`src/rtl/bid_pkg.sv`:
```
// package for the baseline twelve-bit instruction decoder block
// assumes a single 100 MHz clock; register map is byte addressed on an Avalon-MM slave
package bid_pkg;

   // ---------------------------------------------------------------
   // timing
   // ---------------------------------------------------------------
   localparam int CLK_PERIOD_NS = 10;
   localparam int OSC_PER_CYCLE = 4;                 // oscillator periods per instruction cycle
   localparam logic [1:0] Q_LAST = 2'(OSC_PER_CYCLE - 1);

   // ---------------------------------------------------------------
   // bus register map (byte offsets)
   // ---------------------------------------------------------------
   localparam logic [7:0] OFS_INSTR = 8'h00;         // write: execute one instruction word
   localparam logic [7:0] OFS_ACC = 8'h04;
   localparam logic [7:0] OFS_STATUS = 8'h08;
   localparam logic [7:0] OFS_PC = 8'h0C;
   localparam logic [7:0] OFS_PORT = 8'h10;          // read: {port_direction_load, latch, pins}
   localparam logic [7:0] OFS_OPTION = 8'h14;
   localparam int FILE_WIN_BIT = 7;                  // 0x80..0xFC: raw file array window

   // ---------------------------------------------------------------
   // status and option fields, special file addresses
   // ---------------------------------------------------------------
   localparam int ST_C = 0;
   localparam int ST_DC = 1;
   localparam int ST_Z = 2;
   localparam int ST_PD = 3;
   localparam int ST_TO = 4;
   localparam int OPT_PSA = 3;                       // 1: prescaler on watchdog, 0: on timer
   localparam logic [4:0] FA_TIMER = 5'h01;
   localparam logic [4:0] FA_PCL = 5'h02;
   localparam logic [4:0] FA_STATUS = 5'h03;
   localparam logic [4:0] FA_PORT = 5'h06;
   localparam logic [2:0] PORT_DIRECTION_LOAD_SECOND_PORT = 3'h6;

   // ---------------------------------------------------------------
   // reset values
   // ---------------------------------------------------------------
   localparam logic [7:0] RST_STATUS = 8'h18;
   localparam logic [7:0] RST_OPTION = 8'hFF;
   localparam logic [7:0] RST_PORT_DIRECTION_LOAD = 8'hFF;
   localparam logic [10:0] RST_PC = 11'h000;

   // ---------------------------------------------------------------
   // opcodes: byte ops by bits 11:6, others by bits 11:8
   // ---------------------------------------------------------------
   localparam logic [5:0] OP_MISC = 6'h00;
   localparam logic [5:0] OP_CLR = 6'h01;
   localparam logic [5:0] OP_SUB = 6'h02;
   localparam logic [5:0] OP_DEC = 6'h03;
   localparam logic [5:0] OP_OR = 6'h04;
   localparam logic [5:0] OP_AND = 6'h05;
   localparam logic [5:0] OP_XOR = 6'h06;
   localparam logic [5:0] OP_ADD = 6'h07;
   localparam logic [5:0] OP_MOV = 6'h08;
   localparam logic [5:0] OP_COM = 6'h09;
   localparam logic [5:0] OP_INC = 6'h0A;
   localparam logic [5:0] OP_DECSZ = 6'h0B;
   localparam logic [5:0] OP_RRC = 6'h0C;
   localparam logic [5:0] OP_RLC = 6'h0D;
   localparam logic [5:0] OP_SWAP = 6'h0E;
   localparam logic [5:0] OP_INCSZ = 6'h0F;
   localparam logic [3:0] OP_BCLR = 4'h4;
   localparam logic [3:0] OP_BSET = 4'h5;
   localparam logic [3:0] OP_SKIP_LOW = 4'h6;
   localparam logic [3:0] OP_SKIP_HIGH = 4'h7;
   localparam logic [3:0] OP_RET = 4'h8;
   localparam logic [3:0] OP_CALL = 4'h9;
   localparam logic [3:0] OP_JUMP_A = 4'hA;
   localparam logic [3:0] OP_JUMP_B = 4'hB;
   localparam logic [3:0] OP_LOADL = 4'hC;
   localparam logic [3:0] OP_ORL = 4'hD;
   localparam logic [3:0] OP_ANDL = 4'hE;
   localparam logic [3:0] OP_XORL = 4'hF;
   localparam logic [4:0] MISC_NOP = 5'h00;
   localparam logic [4:0] MISC_OPTION = 5'h02;
   localparam logic [4:0] MISC_SLEEP = 5'h03;
   localparam logic [4:0] MISC_WDT = 5'h04;

   // ---------------------------------------------------------------
   // types
   // ---------------------------------------------------------------
   typedef enum logic [2:0] {
      bid_idle = 3'h1,
      bid_exec = 3'h2,
      bid_resp = 3'h4
   } bid_fsm_t;

   typedef struct packed {
      logic [7:0] latch;
      logic [7:0] port_direction_load;
   } bid_port_t;

   typedef struct packed {
      bid_fsm_t fsm;
      logic second;                                  // in second instruction cycle
      logic [1:0] qcnt;
      logic [11:0] instr;
      logic [7:0] acc;
      logic [7:0] status;
      logic [7:0] option;
      logic [10:0] pc;
      logic [1:0][10:0] stack;
      logic [31:0][7:0] file;
      bid_port_t port;
      logic waitrequest;
      logic [31:0] readdata;
      logic presc_clr;
      logic wdt_clr;
      logic standby;
   } bid_state_t;

endpackage

```
`src/rtl/bid_core.sv`:
```
// instruction decoder and executor for a twelve-bit instruction word core
// assumes instruction words arrive as Avalon-MM writes; pins sampled synchronous to i_clock
//
// Overview of operation
// RL1 - add and file-minus-accumulator update carry, nibble carry and zero
// RL2 - and, or, xor with file register update only zero
// RL3 - destination bit 0 writes accumulator, 1 writes the file register
// RL4 - decrement or increment, skip next when zero, two cycles, no flags; here two cycles only when the skip is taken, one otherwise
// RL5 - rotate left or right through carry, only carry changes
// RL6 - clear or set the selected bit in one cycle, no flags
// RL7 - test bit, skip when clear or set, skip costs one extra cycle
// RL8 - and literal into accumulator, updates zero
// RL9 - or, xor literal update zero; load literal changes no flag
// RL10 - counter bit 8 cleared on call and on writes to the counter file register; absolute jump and return load it
// RL11 - return loads literal into accumulator, two cycles, no flags
// RL12 - watchdog kick, one cycle, sets timeout and sleep flags
// RL13 - standby entry, one cycle, sets timeout, clears sleep flag
// RL14 - accumulator copied to direction latches of port six; 1 disables driver
// RL15 - read-modify-write of the port uses pin levels, not latches
// RL16 - writes to timer register clear prescaler when assigned to timer
// RL17 - accumulator clear loads zero and sets zero flag
// RL18 - call pushes return, loads literal, page bits from status, two cycles
// RL19 - move, complement, increment, decrement set zero; swap no flag
// RL20 - all-zero is no-op; option load; store accumulator to file
// RL21 - all other instructions take one cycle of four clocks; absolute jumps and writes to the counter file register take two here
`timescale 1ns/100ps
`default_nettype none

module bid_core (
   input wire logic i_clock,                  // 100 MHz clock
   input wire logic i_rst_n,                  // async reset, active low
   input wire logic [7:0] i_avs_address,      // byte address
   input wire logic i_avs_read,               // read request
   input wire logic i_avs_write,              // write request
   input wire logic [31:0] i_avs_writedata,   // write data
   output logic [31:0] o_avs_readdata,        // read data
   output logic o_avs_waitrequest,            // stall until answer
   input wire logic [7:0] i_port_pins,        // levels sensed on the second port
   output logic [7:0] o_port_latch,           // second port output latch
   output logic [7:0] o_port_port_direction_load,            // second port direction, 1 = input
   output logic [7:0] o_option,               // option register
   output logic o_prescaler_clear,            // one-cycle pulse
   output logic o_watchdog_clear,             // one-cycle pulse
   output logic o_standby_req                 // one-cycle pulse
);

   // ---------------------------------------------------------------
   // reset release
   // ---------------------------------------------------------------
   logic rst_meta;
   logic rst_n;

   // two flops so the release is clean relative to i_clock
   always_ff @(posedge i_clock or negedge i_rst_n) begin
      if (!i_rst_n) begin
         rst_meta <= 1'b0;
         rst_n <= 1'b0;
      end else begin
         rst_meta <= 1'b1;
         rst_n <= rst_meta;
      end
   end

   // ---------------------------------------------------------------
   // helpers
   // ---------------------------------------------------------------
   // file read as seen by instructions: pins for the port, live counter and status
   function automatic logic [7:0] file_read(input bid_pkg::bid_state_t st, input logic [4:0] a,
                                            input logic [7:0] pins);
      case (a)
         bid_pkg::FA_PCL: file_read = st.pc[7:0];
         bid_pkg::FA_STATUS: file_read = st.status;
         bid_pkg::FA_PORT: file_read = pins; // RL15
         default: file_read = st.file[a];
      endcase
   endfunction

   // bus read decode
   function automatic logic [31:0] bus_read(input bid_pkg::bid_state_t st, input logic [7:0] a,
                                            input logic [7:0] pins);
      bus_read = 32'h0000_0000;
      if (a[bid_pkg::FILE_WIN_BIT]) begin
         bus_read = {24'h00_0000, st.file[a[6:2]]};
      end else begin
         case (a)
            bid_pkg::OFS_ACC: bus_read = {24'h00_0000, st.acc};
            bid_pkg::OFS_STATUS: bus_read = {24'h00_0000, st.status};
            bid_pkg::OFS_PC: bus_read = {21'h00_0000, st.pc};
            bid_pkg::OFS_PORT: bus_read = {8'h00, st.port.port_direction_load, st.port.latch, pins};
            bid_pkg::OFS_OPTION: bus_read = {24'h00_0000, st.option};
            bid_pkg::OFS_INSTR: bus_read = {20'h0_0000, st.instr};
            default: bus_read = 32'h0000_0000;
         endcase
      end
   endfunction

   // ---------------------------------------------------------------
   // state
   // ---------------------------------------------------------------
   bid_pkg::bid_state_t s;
   bid_pkg::bid_state_t next_s;
   bid_pkg::bid_state_t e;          // state after the held instruction
   logic [11:0] ins;
   logic [4:0] fa;
   logic [7:0] fv;
   logic [7:0] res;
   logic [8:0] wide;
   logic [4:0] nib;
   logic wf;
   logic upd_z;
   logic two;
   logic commit;

   // ---------------------------------------------------------------
   // execution of the held instruction word
   // ---------------------------------------------------------------
   // the whole result is formed from stable state; it is only taken at the last clock
   always_comb begin
      e = s;
      e.presc_clr = 1'b0;
      e.wdt_clr = 1'b0;
      e.standby = 1'b0;
      ins = s.instr;
      fa = ins[4:0];
      fv = file_read(s, fa, i_port_pins);
      res = fv;
      wide = 9'h000;
      nib = 5'h00;
      wf = 1'b0;
      upd_z = 1'b0;
      two = 1'b0;
      e.pc = s.pc + 11'h001;
      if (ins[11:10] == 2'h0) begin
         // byte ops: result goes where bit 5 says
         upd_z = 1'b1;
         case (ins[11:6])
            bid_pkg::OP_MISC: begin
               upd_z = 1'b0;
               if (ins[5]) begin
                  res = s.acc; // RL20
                  wf = 1'b1;
               end else begin
                  case (ins[4:0])
                     bid_pkg::MISC_OPTION: e.option = s.acc; // RL20
                     bid_pkg::MISC_SLEEP: begin
                        e.status[bid_pkg::ST_TO] = 1'b1; // RL13
                        e.status[bid_pkg::ST_PD] = 1'b0; // RL13
                        e.standby = 1'b1;
                     end
                     bid_pkg::MISC_WDT: begin
                        e.status[bid_pkg::ST_TO] = 1'b1; // RL12
                        e.status[bid_pkg::ST_PD] = 1'b1; // RL12
                        e.wdt_clr = 1'b1;
                        e.presc_clr = s.option[bid_pkg::OPT_PSA];
                     end
                     default: begin
                        if (ins[4:0] == {2'h0, bid_pkg::PORT_DIRECTION_LOAD_SECOND_PORT}) begin
                           e.port.port_direction_load = s.acc; // RL14
                        end
                     end
                  endcase
               end
            end
            bid_pkg::OP_CLR: res = 8'h00; // RL17
            bid_pkg::OP_SUB: begin
               wide = {1'b0, fv} - {1'b0, s.acc};
               nib = {1'b0, fv[3:0]} - {1'b0, s.acc[3:0]};
               res = wide[7:0];
               e.status[bid_pkg::ST_C] = ~wide[8]; // RL1
               e.status[bid_pkg::ST_DC] = ~nib[4]; // RL1
            end
            bid_pkg::OP_DEC: res = fv - 8'h01; // RL19
            bid_pkg::OP_OR: res = s.acc | fv; // RL2
            bid_pkg::OP_AND: res = s.acc & fv; // RL2
            bid_pkg::OP_XOR: res = s.acc ^ fv; // RL2
            bid_pkg::OP_ADD: begin
               wide = {1'b0, fv} + {1'b0, s.acc};
               nib = {1'b0, fv[3:0]} + {1'b0, s.acc[3:0]};
               res = wide[7:0];
               e.status[bid_pkg::ST_C] = wide[8]; // RL1
               e.status[bid_pkg::ST_DC] = nib[4]; // RL1
            end
            bid_pkg::OP_MOV: res = fv; // RL19
            bid_pkg::OP_COM: res = ~fv; // RL19
            bid_pkg::OP_INC: res = fv + 8'h01; // RL19
            bid_pkg::OP_DECSZ, bid_pkg::OP_INCSZ: begin
               upd_z = 1'b0;
               res = (ins[8]) ? fv + 8'h01 : fv - 8'h01; // RL4
               two = (res == 8'h00); // RL4
            end
            bid_pkg::OP_RRC, bid_pkg::OP_RLC: begin
               upd_z = 1'b0;
               res = (ins[6]) ? {fv[6:0], s.status[bid_pkg::ST_C]} : {s.status[bid_pkg::ST_C], fv[7:1]}; // RL5
               e.status[bid_pkg::ST_C] = (ins[6]) ? fv[7] : fv[0]; // RL5
            end
            default: begin
               upd_z = 1'b0;
               res = {fv[3:0], fv[7:4]}; // RL19
            end
         endcase
         if (ins[11:6] != bid_pkg::OP_MISC) begin
            if (ins[5]) begin
               wf = 1'b1; // RL3
            end else begin
               e.acc = res; // RL3
            end
         end
      end else begin
         case (ins[11:8])
            bid_pkg::OP_BCLR, bid_pkg::OP_BSET: begin
               res[ins[7:5]] = ins[8]; // RL6
               wf = 1'b1;
            end
            bid_pkg::OP_SKIP_LOW, bid_pkg::OP_SKIP_HIGH: two = (fv[ins[7:5]] == ins[8]); // RL7
            bid_pkg::OP_RET: begin
               e.acc = ins[7:0]; // RL11
               e.pc = s.stack[0];
               e.stack[0] = s.stack[1];
               two = 1'b1; // RL11
            end
            bid_pkg::OP_CALL: begin
               e.stack[1] = s.stack[0];
               e.stack[0] = s.pc + 11'h001; // RL18
               e.pc = {s.status[6:5], 1'b0, ins[7:0]}; // RL18 RL10
               two = 1'b1; // RL18
            end
            bid_pkg::OP_JUMP_A, bid_pkg::OP_JUMP_B: begin
               e.pc = {s.status[6:5], ins[8:0]}; // RL10
               two = 1'b1; // RL10
            end
            bid_pkg::OP_LOADL: e.acc = ins[7:0]; // RL9
            bid_pkg::OP_ORL: begin
               e.acc = s.acc | ins[7:0]; // RL9
               upd_z = 1'b1;
            end
            bid_pkg::OP_ANDL: begin
               e.acc = s.acc & ins[7:0]; // RL8
               upd_z = 1'b1;
            end
            default: begin
               e.acc = s.acc ^ ins[7:0]; // RL9
               upd_z = 1'b1;
            end
         endcase
         if (ins[11:8] >= bid_pkg::OP_LOADL) begin
            res = e.acc;
         end
      end
      // skips replace the next fetch by a no-op: counter steps by two
      if (two && (ins[11:10] != 2'h2)) begin
         e.pc = s.pc + 11'h002; // RL4 RL7
      end
      // file write-back with the special addresses
      if (wf) begin
         case (fa)
            bid_pkg::FA_PCL: begin
               e.pc = {s.status[6:5], 1'b0, res}; // RL10
               two = 1'b1;
            end
            bid_pkg::FA_STATUS: e.status = {res[7:5], s.status[4:3], res[2:0]};
            bid_pkg::FA_PORT: e.port.latch = res;
            bid_pkg::FA_TIMER: begin
               e.file[fa] = res;
               e.presc_clr = ~s.option[bid_pkg::OPT_PSA]; // RL16
            end
            default: e.file[fa] = res;
         endcase
      end
      // the zero flag update wins over a direct write to status; carry and nibble carry do not
      if (upd_z) begin
         e.status[bid_pkg::ST_Z] = (res == 8'h00); // RL2 RL8 RL17
      end
   end

   // ---------------------------------------------------------------
   // bus slave and instruction cycle sequencing
   // ---------------------------------------------------------------
   assign commit = (s.fsm == bid_pkg::bid_exec) && (s.qcnt == 2'h0) && (!two || s.second);

   // waitrequest is registered, so every access takes at least one stall cycle
   always_comb begin
      next_s = s;
      next_s.presc_clr = 1'b0;
      next_s.wdt_clr = 1'b0;
      next_s.standby = 1'b0;
      case (s.fsm)
         bid_pkg::bid_idle: begin
            next_s.waitrequest = 1'b1;
            if (i_avs_write && (i_avs_address == bid_pkg::OFS_INSTR)) begin
               next_s.instr = i_avs_writedata[11:0];
               next_s.fsm = bid_pkg::bid_exec;
               next_s.qcnt = bid_pkg::Q_LAST; // RL21
               next_s.second = 1'b0;
            end else if (i_avs_read || i_avs_write) begin
               next_s.readdata = bus_read(s, i_avs_address, i_port_pins);
               next_s.waitrequest = 1'b0;
               next_s.fsm = bid_pkg::bid_resp;
            end
         end
         bid_pkg::bid_exec: begin
            if (s.qcnt != 2'h0) begin
               next_s.qcnt = s.qcnt - 2'h1;
            end else if (!commit) begin
               next_s.second = 1'b1; // RL4 RL7 RL10 RL11 RL18
               next_s.qcnt = bid_pkg::Q_LAST;
            end else begin
               next_s = e;
               next_s.fsm = bid_pkg::bid_resp;
               next_s.waitrequest = 1'b0;
               next_s.readdata = 32'h0000_0000;
            end
         end
         bid_pkg::bid_resp: begin
            // the master samples waitrequest low here; writes land on this edge
            next_s.waitrequest = 1'b1;
            next_s.fsm = bid_pkg::bid_idle;
            if (i_avs_write && i_avs_address[bid_pkg::FILE_WIN_BIT]) begin
               next_s.file[i_avs_address[6:2]] = i_avs_writedata[7:0];
            end else if (i_avs_write) begin
               case (i_avs_address)
                  bid_pkg::OFS_ACC: next_s.acc = i_avs_writedata[7:0];
                  bid_pkg::OFS_STATUS: next_s.status = i_avs_writedata[7:0];
                  bid_pkg::OFS_PC: next_s.pc = i_avs_writedata[10:0];
                  bid_pkg::OFS_OPTION: next_s.option = i_avs_writedata[7:0];
                  default: next_s.acc = s.acc;
               endcase
            end
         end
         default: begin
            next_s.fsm = bid_pkg::bid_idle;
            next_s.waitrequest = 1'b1;
         end
      endcase
   end

   always_ff @(posedge i_clock or negedge rst_n) begin
      if (!rst_n) begin
         s <= '0;
         s.fsm <= bid_pkg::bid_idle;
         s.waitrequest <= 1'b1;
         s.status <= bid_pkg::RST_STATUS;
         s.option <= bid_pkg::RST_OPTION;
         s.port.port_direction_load <= bid_pkg::RST_PORT_DIRECTION_LOAD;
         s.pc <= bid_pkg::RST_PC;
      end else begin
         s <= next_s;
      end
   end

   // outputs straight from the state flops
   assign o_avs_readdata = s.readdata;
   assign o_avs_waitrequest = s.waitrequest;
   assign o_port_latch = s.port.latch;
   assign o_port_port_direction_load = s.port.port_direction_load;
   assign o_option = s.option;
   assign o_prescaler_clear = s.presc_clr;
   assign o_watchdog_clear = s.wdt_clr;
   assign o_standby_req = s.standby;

   // ---------------------------------------------------------------
   // assertions
   // ---------------------------------------------------------------
   int exec_len;

   // counts clocks spent in execution for the cycle-length check
   always_ff @(posedge i_clock or negedge rst_n) begin
      if (!rst_n) begin
         exec_len <= 0;
      end else if (s.fsm == bid_pkg::bid_exec) begin
         exec_len <= exec_len + 1;
      end else begin
         exec_len <= 0;
      end
   end
endmodule

`default_nettype wire

```
`config.mk`:
```
export PLATFORM = sky130hd
export DESIGN_NAME = bid_core
export DESIGN_NICKNAME = d
export VERILOG_FILES = /design/src/rtl/bid_pkg.sv /design/src/rtl/bid_core.sv
export SDC_FILE = /design/constraint.sdc
export NUM_CORES = 1
export LEC_CHECK = 0
export BUFFER_PORTS_ARGS = -buffer_cell sky130_fd_sc_hd__clkbuf_2
export CORE_MARGIN = 4
export CORE_UTILIZATION = 40
export CTS_CLUSTER_SIZE = 28
export DETAILED_ROUTE_END_ITERATION = 8
export GPL_TIMING_DRIVEN = 0
export PLACE_DENSITY = 0.54
export SLEW_MARGIN = 20
export SYNTH_ARGS = -nofsm -noshare
export SYNTH_HDL_FRONTEND = slang
export SYNTH_SLANG_ARGS = --single-unit
```
`constraint.sdc`:
```
create_clock -name i_clock -period 14.75 [get_ports i_clock]
set_clock_uncertainty 0.2 [all_clocks]
set_input_delay 0.7375 -clock i_clock [delete_from_list [all_inputs] [get_ports i_clock]]
set_output_delay 0.7375 -clock i_clock [all_outputs]
set_load 0.005 [all_outputs]
```
==> results of run 1 <==
[stage by stage]
step                      worst slack [ns]  cell area [sq um]  setup TNS (ns)  utilization [%]
after floorplan                       3.30              28400               0                -
after global placement               -1.75              30000         -585.36             42.7
after detailed placement              5.81              30300               0             43.2
after CTS                             5.82              31900               0             45.4
after global routing                  5.43              31900               0             45.4
final                                 5.42              31900               0             45.4
[layer usage]
| metal | routed length [um] | global-route usage, % | vias up |
|---|---|---|---|
| met5 | 50 | 0 | - |
| met4 | 13900 | 28.9 | 4 |
| met3 | 15400 | 9.70 | 567 |
| met2 | 67400 | 61.0 | 2079 |
| met1 | 58800 | 50.6 | 14000 |
| li1 | - | - | 11000 |
[cell usage after synthesis, types with 10 or more instances]
master | n | area (sq um)
dfrtp_1 | 357 | 8930
nand2_1 | 258 | 968
o22ai_1 | 243 | 1520
mux2_2 | 240 | 2700
o21ai_0 | 161 | 806
clkbuf_1 | 154 | 578
nor2_1 | 120 | 450
mux4_2 | 100 | 2250
mux2i_1 | 99 | 991
mux2_4 | 72 | 1080
buf_4 | 67 | 503
nand3_1 | 67 | 335
a21oi_1 | 66 | 330
inv_1 | 47 | 176
nor3_1 | 47 | 235
a31oi_1 | 45 | 282
ha_1 | 43 | 538
a22oi_1 | 39 | 293
o32ai_1 | 35 | 307
buf_2 | 29 | 145
a211oi_1 | 23 | 173
a221oi_1 | 23 | 201
and3_1 | 22 | 138
mux2_1 | 22 | 248
buf_1 | 21 | 78.8
dfstp_2 | 20 | 526
a2111oi_4 | 18 | 495
o31ai_1 | 18 | 135
a22o_1 | 17 | 149
nand2b_1 | 16 | 100
xnor2_1 | 16 | 140
nor2b_1 | 15 | 93.8
or3_1 | 15 | 93.8
and2_1 | 14 | 87.6
buf_6 | 11 | 124
xor2_1 | 11 | 96.3
a211oi_4 | 10 | 200
a21o_1 | 10 | 75.1
nand4_1 | 10 | 62.6
o211ai_1 | 10 | 75.1
[final timing paths]
check / from / endpoint
setup / recovery: ins[1] / s[122]
hold / removal: rst_n / s[323]
setup reg to reg: ins[1] / s[122]
hold reg to reg: rst_n / s[323]
max in group asynchronous: rst_n / s[211]
min in group i_clock: rst_meta / rst_n
[power by group through the flow]
| stage | Clock (W) | Sequential [W] | Combinational, W |
|---|---|---|---|
| 4_1_cts | 0.00121 | 0.00110 | 0.000711 |
| 2_1_floorplan | 0 | 0.00112 | 0.000396 |
| 5_1_grt | 0.00125 | 0.00111 | 0.000757 |
| 6_report | 0.00120 | 0.00110 | 0.000735 |
| 3_3_place_gp | 0 | 0.00114 | 0.000674 |
| 3_5_place_dp | 0 | 0.00112 | 0.000708 |
[cell type report]
class	instances	area [sq um]
Fill cell	6857	38300
Timing Repair Buffer	99	707
Tap cell	940	1180
Antenna cell	6	15.0
Inverter	59	221
Sequential cell	377	9460
Buffer	285	1490
Clock inverter	17	223
Clock buffer	68	1330
Multi-Input combinational cell	2077	17200
[state kept, by name (all words and copies together), names as in the netlist]
register / cells
s: 305
o_avs_readdata: 24
ins: 12
o_option: 8
o_port_latch: 8
o_port_port_direction_load: 8
e: 6
o_avs_waitrequest: 1
o_prescaler_clear: 1
o_standby_req: 1
o_watchdog_clear: 1
rst_meta: 1
rst_n: 1
[timing repair]
item	4_1_cts	5_1_grt
gates resized for setup	0	0
hold buffers	1	0
endpoints found under the hold margin	2	0
[worst max-delay path: cells and delay by family, from the launching register on]
kind	cells	cell delay, ns
buffers and inverters	6	2.83
AO/OA/AOI/OAI	9	2.52
AND/OR/NAND/NOR	5	1.80
multiplexers	2	0.74
flip-flops	1	0.63
adder cells (fa/ha/maj)	1	0.32
XOR/XNOR	1	0.14
[kinds of logic (layout without fill, tap and decap cells)]
logic type,after synthesis,after routing
buffers and inverters,344,528
other,2,15
AO/OA/AOI/OAI,827,827
multiplexers,533,533
flip-flops,377,377
AND/OR/NAND/NOR,636,636
adder cells (fa/ha/maj),45,45
XOR/XNOR,27,27
==> impl_metrics.csv, run 1 <==
group,metric,value,unit
status,outcome,"complete, no violations",
synth,ys_ff_latch,377,
layout,final_cell_mix,"dfrtp_1 (356), nand2_1 (258), o22ai_1 (243), mux2_2 (240), clkbuf_1 (162)",
power,intPower,0.00198,W
worst_setup_path,cp_slowest_cell,"clkbuf_1",
worst_setup_path,reg2reg_slack,5.42,ns
drt,vias,27700,
timing,setup_viol,0,
placed_design,io_buffer_count,81,
clock_network,post_cts_buffers,0,
worst_setup_path,required,15.06,ns
placed_design,dp_cells,3836,
floorplanning,die_h,274,um
global_route,grt_overflow,0,
clock_network,clockBufferDepth,3,
clock_network,clk_latency,0.66,ns
synth,syn_inst,2791,
clock_network,clkTransAtPathRegs,0.06,ns
power,power_frac_clock,39.6,%
synth,synth_edf_count,0,
synth,async_flop_share,100,%
placed_design,place.gp.congestion,1.05,
job,cap_viol_max_count,0,
synth,synth_top_family_by_area,"multiplexers",
layout,layout.nets,3042,
global_route,first_global_vias,26600,
timing,max_freq,0.107,GHz
timing,hold_viol,0,
floorplanning,start_util,40.4,%
clock_network,clock-sinks,377,
layout,syn_to_final_growth,12.5,%
drt,drc,0,
floorplanning,io-pin-count,112,
floorplanning,core_area,70100,sq um
synth,synth_warnings,0,
floorplanning,die_area,75200,sq um
global_route,grt_max_degree,56,
drt,drtIter0Drc,3946,
timing,rsz0062_at_grt,"no",
timing,post-route-min-period,9.33,ns
synth,yosysUniqueCellTypes,105,
layout,instances_no_fill,3928,
power,p_total,0.00304,W
worst_setup_path,slowest_delay,0.92,ns
clock_network,cts_tree,"done",
timing,worstMarginPinSlew,1.28,ns
clock_network,cts_root_buf,"clkbuf_16",
clock_network,numCtsBuffers,46,
drt,routed_wl,156000,um
synth,synth_simple_gate_area_share,10.7,%
power,p_comb_share,24.1,%
worst_setup_path,worst_setup_path_end_kind,"register",
synth,yosys.area_share.adder,2.04,%
synth,syn_area_per_cell,10.2,sq um
synth,synth_mux_area_share,25.7,%
power,pwr-share-seq,36.3,%
power,leakagePower,13.1,nW
floorplanning,num_rows,97,
worst_setup_path,timing_worst_setup_path_type,"reg2reg",
power,power_density,95.5,nW/um^2
clock_network,htree_levels,2,
timing,fin_crit_sh,63.3,%
power,power.switching,0.00107,W
synth,netlist_area,28300,sq um
floorplanning,die_w,274,um
timing,maxSlewHeadroom,15.0,%
power,vdd_drop_max,87.3,uV
power,p_sw_share,35.1,%
worst_setup_path,rr_worst_depth,24,
worst_setup_path,cp.arrival,9.64,ns
synth,synth_xor_xnor_area_share,0.834,%
worst_setup_path,cp_max_fo,10,
drt,ant_nets,0,
timing,hold_slack,0.118,ns
layout,layout-drive-gt1-share,27.2,%
synth,yosysSeqAreaShare,33.4,%
synth,synth_compound_area_share,21.4,%
worst_hold_path,min_path_type,"reg2async",
timing,slew_viol_final,0,
global_route,grt_use_total,40.4,%
drt,dr.pass1.iters,8,
worst_setup_path,path_cells,"buf_6 > buf_8 > buf_6 > buf_2 > mux4_2 > nand2_1 > nand3_1 > nand4_1 > nand2_1 > inv_1 > fa_1 > o21bai_1 > a21oi_1 > o21ai_0 > a21o_1 > xnor2_1 > a221oi_1 > o221ai_1 > nor4_1 > a21oi_1 > o21ai_0 > clkbuf_1 > o22ai_1 > mux2_4",
worst_setup_path,critPathLaunchType,"register",
drt,wire_per_inst,39.6,um
drt,vias_per_cell,7.06,
global_route,antenna_found_initial,5,
layout,mostFrequentLayoutCell,"dfrtp_1",
placed_design,dp_hpwl,115000,um
global_route,grt_first_pass_wirelength,214000,um
synth,synth_flop_cell,"dfrtp_1",
Note: power is estimated with default switching activity, not from simulation.
==> inputs of run 2 (changes only) <==
Settings changed: PLACE_DENSITY 0.54 to 0.56.
Clock period 14.75 ns to 7.51 ns, I/O delays scaled along.
==> impl_metrics.csv, run 2 (synthesized netlist as in run 1, its figures left out) <==
group,metric,value,unit
worst_setup_path,slowest_delay,0.56,ns
timing,maxSlewHeadroom,19.5,%
layout,syn_to_final_growth,15.8,%
layout,layout-drive-gt1-share,29.7,%
drt,vias,27900,
global_route,grt_first_pass_wirelength,215000,um
timing,post-route-min-period,7.62,ns
floorplanning,start_util,40.4,%
worst_setup_path,cp_max_fo,11,
clock_network,numCtsBuffers,47,
power,power_density,186,nW/um^2
job,cap_viol_max_count,0,
status,violations,"negative setup slack",
placed_design,io_buffer_count,81,
placed_design,place.gp.congestion,1.04,
drt,drc,0,
worst_setup_path,r2r-start,"ins[1]",
timing,worst_slack,-0.107,ns
floorplanning,die_w,274,um
power,p_total,0.00611,W
global_route,grt_overflow,0,
layout,final_cell_mix,"dfrtp_1 (355), nand2_1 (257), o22ai_1 (242), mux2_2 (240), o21ai_0 (154)",
clock_network,cts_tree,"done",
power,leakagePower,13.6,nW
global_route,grt_use_total,40.4,%
clock_network,clockBufferDepth,3,
clock_network,cts_root_buf,"clkbuf_16",
drt,drtIter0Drc,3575,
status,outcome,"finished, violations left",
power,vdd_drop_max,188,uV
worst_setup_path,startpoint,"ins[1]",
timing,fin_crit_sh,101,%
timing,hold_viol,0,
layout,regMostFlops,"s",
global_route,first_global_vias,27000,
placed_design,dp_hpwl,116000,um
timing,setup_viol,47,
layout,fillCellCount,6744,
drt,wire_per_inst,39.3,um
global_route,antenna_found_initial,2,
layout,final_util,46.8,%
drt,vias_per_cell,7.01,
clock_network,htree_levels,2,
floorplanning,die_h,274,um
floorplanning,die_area,75200,sq um
floorplanning,core_area,70100,sq um
layout,layout.nets,3090,
layout,largest_register_ff_count,305,
worst_setup_path,path_cells,"buf_6 > buf_8 > buf_6 > buf_4 > mux4_2 > o22ai_1 > nor2_1 > nand4_1 > nand2_2 > clkinvlp_4 > fa_1 > o21bai_1 > a21oi_1 > nor2_1 > o31ai_1 > a31o_2 > a211oi_1 > and3_1 > a31oi_1 > o21ai_1 > clkbuf_2 > o22ai_1 > mux2_1",
worst_setup_path,required,7.79,ns
worst_setup_path,critPathLaunchType,"register",
timing,slew_viol_final,0,
worst_setup_path,rr_worst_depth,23,
drt,ant_nets,0,
worst_setup_path,timing_worst_setup_path_type,"reg2reg",
worst_hold_path,whs_path_depth,4,
floorplanning,num_rows,97,
clock_network,clock-sinks,377,
worst_setup_path,cp.arrival,7.90,ns
drt,dr.pass1.iters,7,
floorplanning,io-pin-count,112,
clock_network,clk_latency,0.62,ns
layout,mostFrequentLayoutCell,"dfrtp_1",
worst_hold_path,min_path_type,"in2reg",
worst_hold_path,worstHoldStart,"i_avs_write",
timing,rsz0062_at_grt,"no",
global_route,grt_max_degree,57,
timing,max_freq,0.131,GHz
worst_setup_path,cp_slowest_cell,"dfrtp_2",
timing,worstMarginPinSlew,1.19,ns
worst_setup_path,worst_setup_path_end_kind,"register",
drt,routed_wl,156000,um
clock_network,clkTransAtPathRegs,0.06,ns
==> run 2: metrics by stage <==
stage | TNS [ns] | setup WS [ns] | hold slack (ns) | area, sq um | std cells
after floorplan | 0 | 1.17 | -0.120 | 28400 | 2798
after global placement | -832.83 | -1.54 | -0.0378 | 30000 | 3819
after detailed placement | -294.54 | -1.43 | -0.0340 | 30300 | 3835
after CTS | -0.415 | -0.0381 | 0.0701 | 32400 | 3950
after global routing | 0 | 0.00446 | 0.131 | 32800 | 3972
final | -1.78 | -0.107 | 0.115 | 32800 | 3974
==> run 2: metal layers <==
| metal | part of all wire (%) | track usage, % | vias up |
|---|---|---|---|
| met4 | 8.6 | 27.9 | 2 |
| met5 | 0.0070 | 0 | - |
| met3 | 9.4 | 8.93 | 554 |
| li1 | - | - | 11100 |
| met2 | 44 | 62.9 | 1923 |
| met1 | 38 | 50.1 | 14300 |
==> run 2: final timing paths <==
| check | end | slack [ns] |
|---|---|---|
| worst max-delay path | s[56] | -0.11 |
| worst min-delay path | e[380] | 0.11 |
| worst max register to register | s[56] | -0.11 |
| worst min register to register | s[128] | 0.13 |
| max in group asynchronous | s[287] | 5.66 |
| min in group asynchronous | s[128] | 0.13 |
==> run 2: critical path: cells and delay by family, from the launching register on <==
family	cells	cell delay [ns]
AOI/OAI and AO/OA	9	2.15
adders and majority gates	1	0.50
buffers and inverters	6	2.06
DFF	1	0.56
muxes	2	0.66
and+or+nand+nor	5	1.28
==> run 2: where the power goes <==
part           internal, W  switching, W  total (W)
Clock              0.00142       0.00101    0.00243
Sequential         0.00211     0.0000880    0.00220
Combinational     0.000448       0.00103    0.00148
==> run 2: area by class of cell <==
class / instances / area [sq um] / area share, %
Timing Repair Buffer: 147 / 1400 / 4.27
Inverter: 59 / 228 / 0.694
Tap cell: 940 / 1180 / 3.58
Multi-Input combinational cell: 2077 / 17300 / 52.9
Clock inverter: 23 / 272 / 0.827
Antenna cell: 2 / 5.00 / 0.0153
Clock buffer: 65 / 1370 / 4.19
Sequential cell: 377 / 9460 / 28.8
Buffer: 284 / 1550 / 4.72
==> run 2: what timing repair did <==
| item | CTS | global route |
|---|---|---|
| hold buffers | 15 | 0 |
| setup buffers | 13 | 22 |
| endpoints found under the setup margin | 359 | 305 |
| pin swaps | 12 | 19 |
| endpoints found under the hold margin | 18 | 0 |
| gates resized for setup | 43 | 43 |
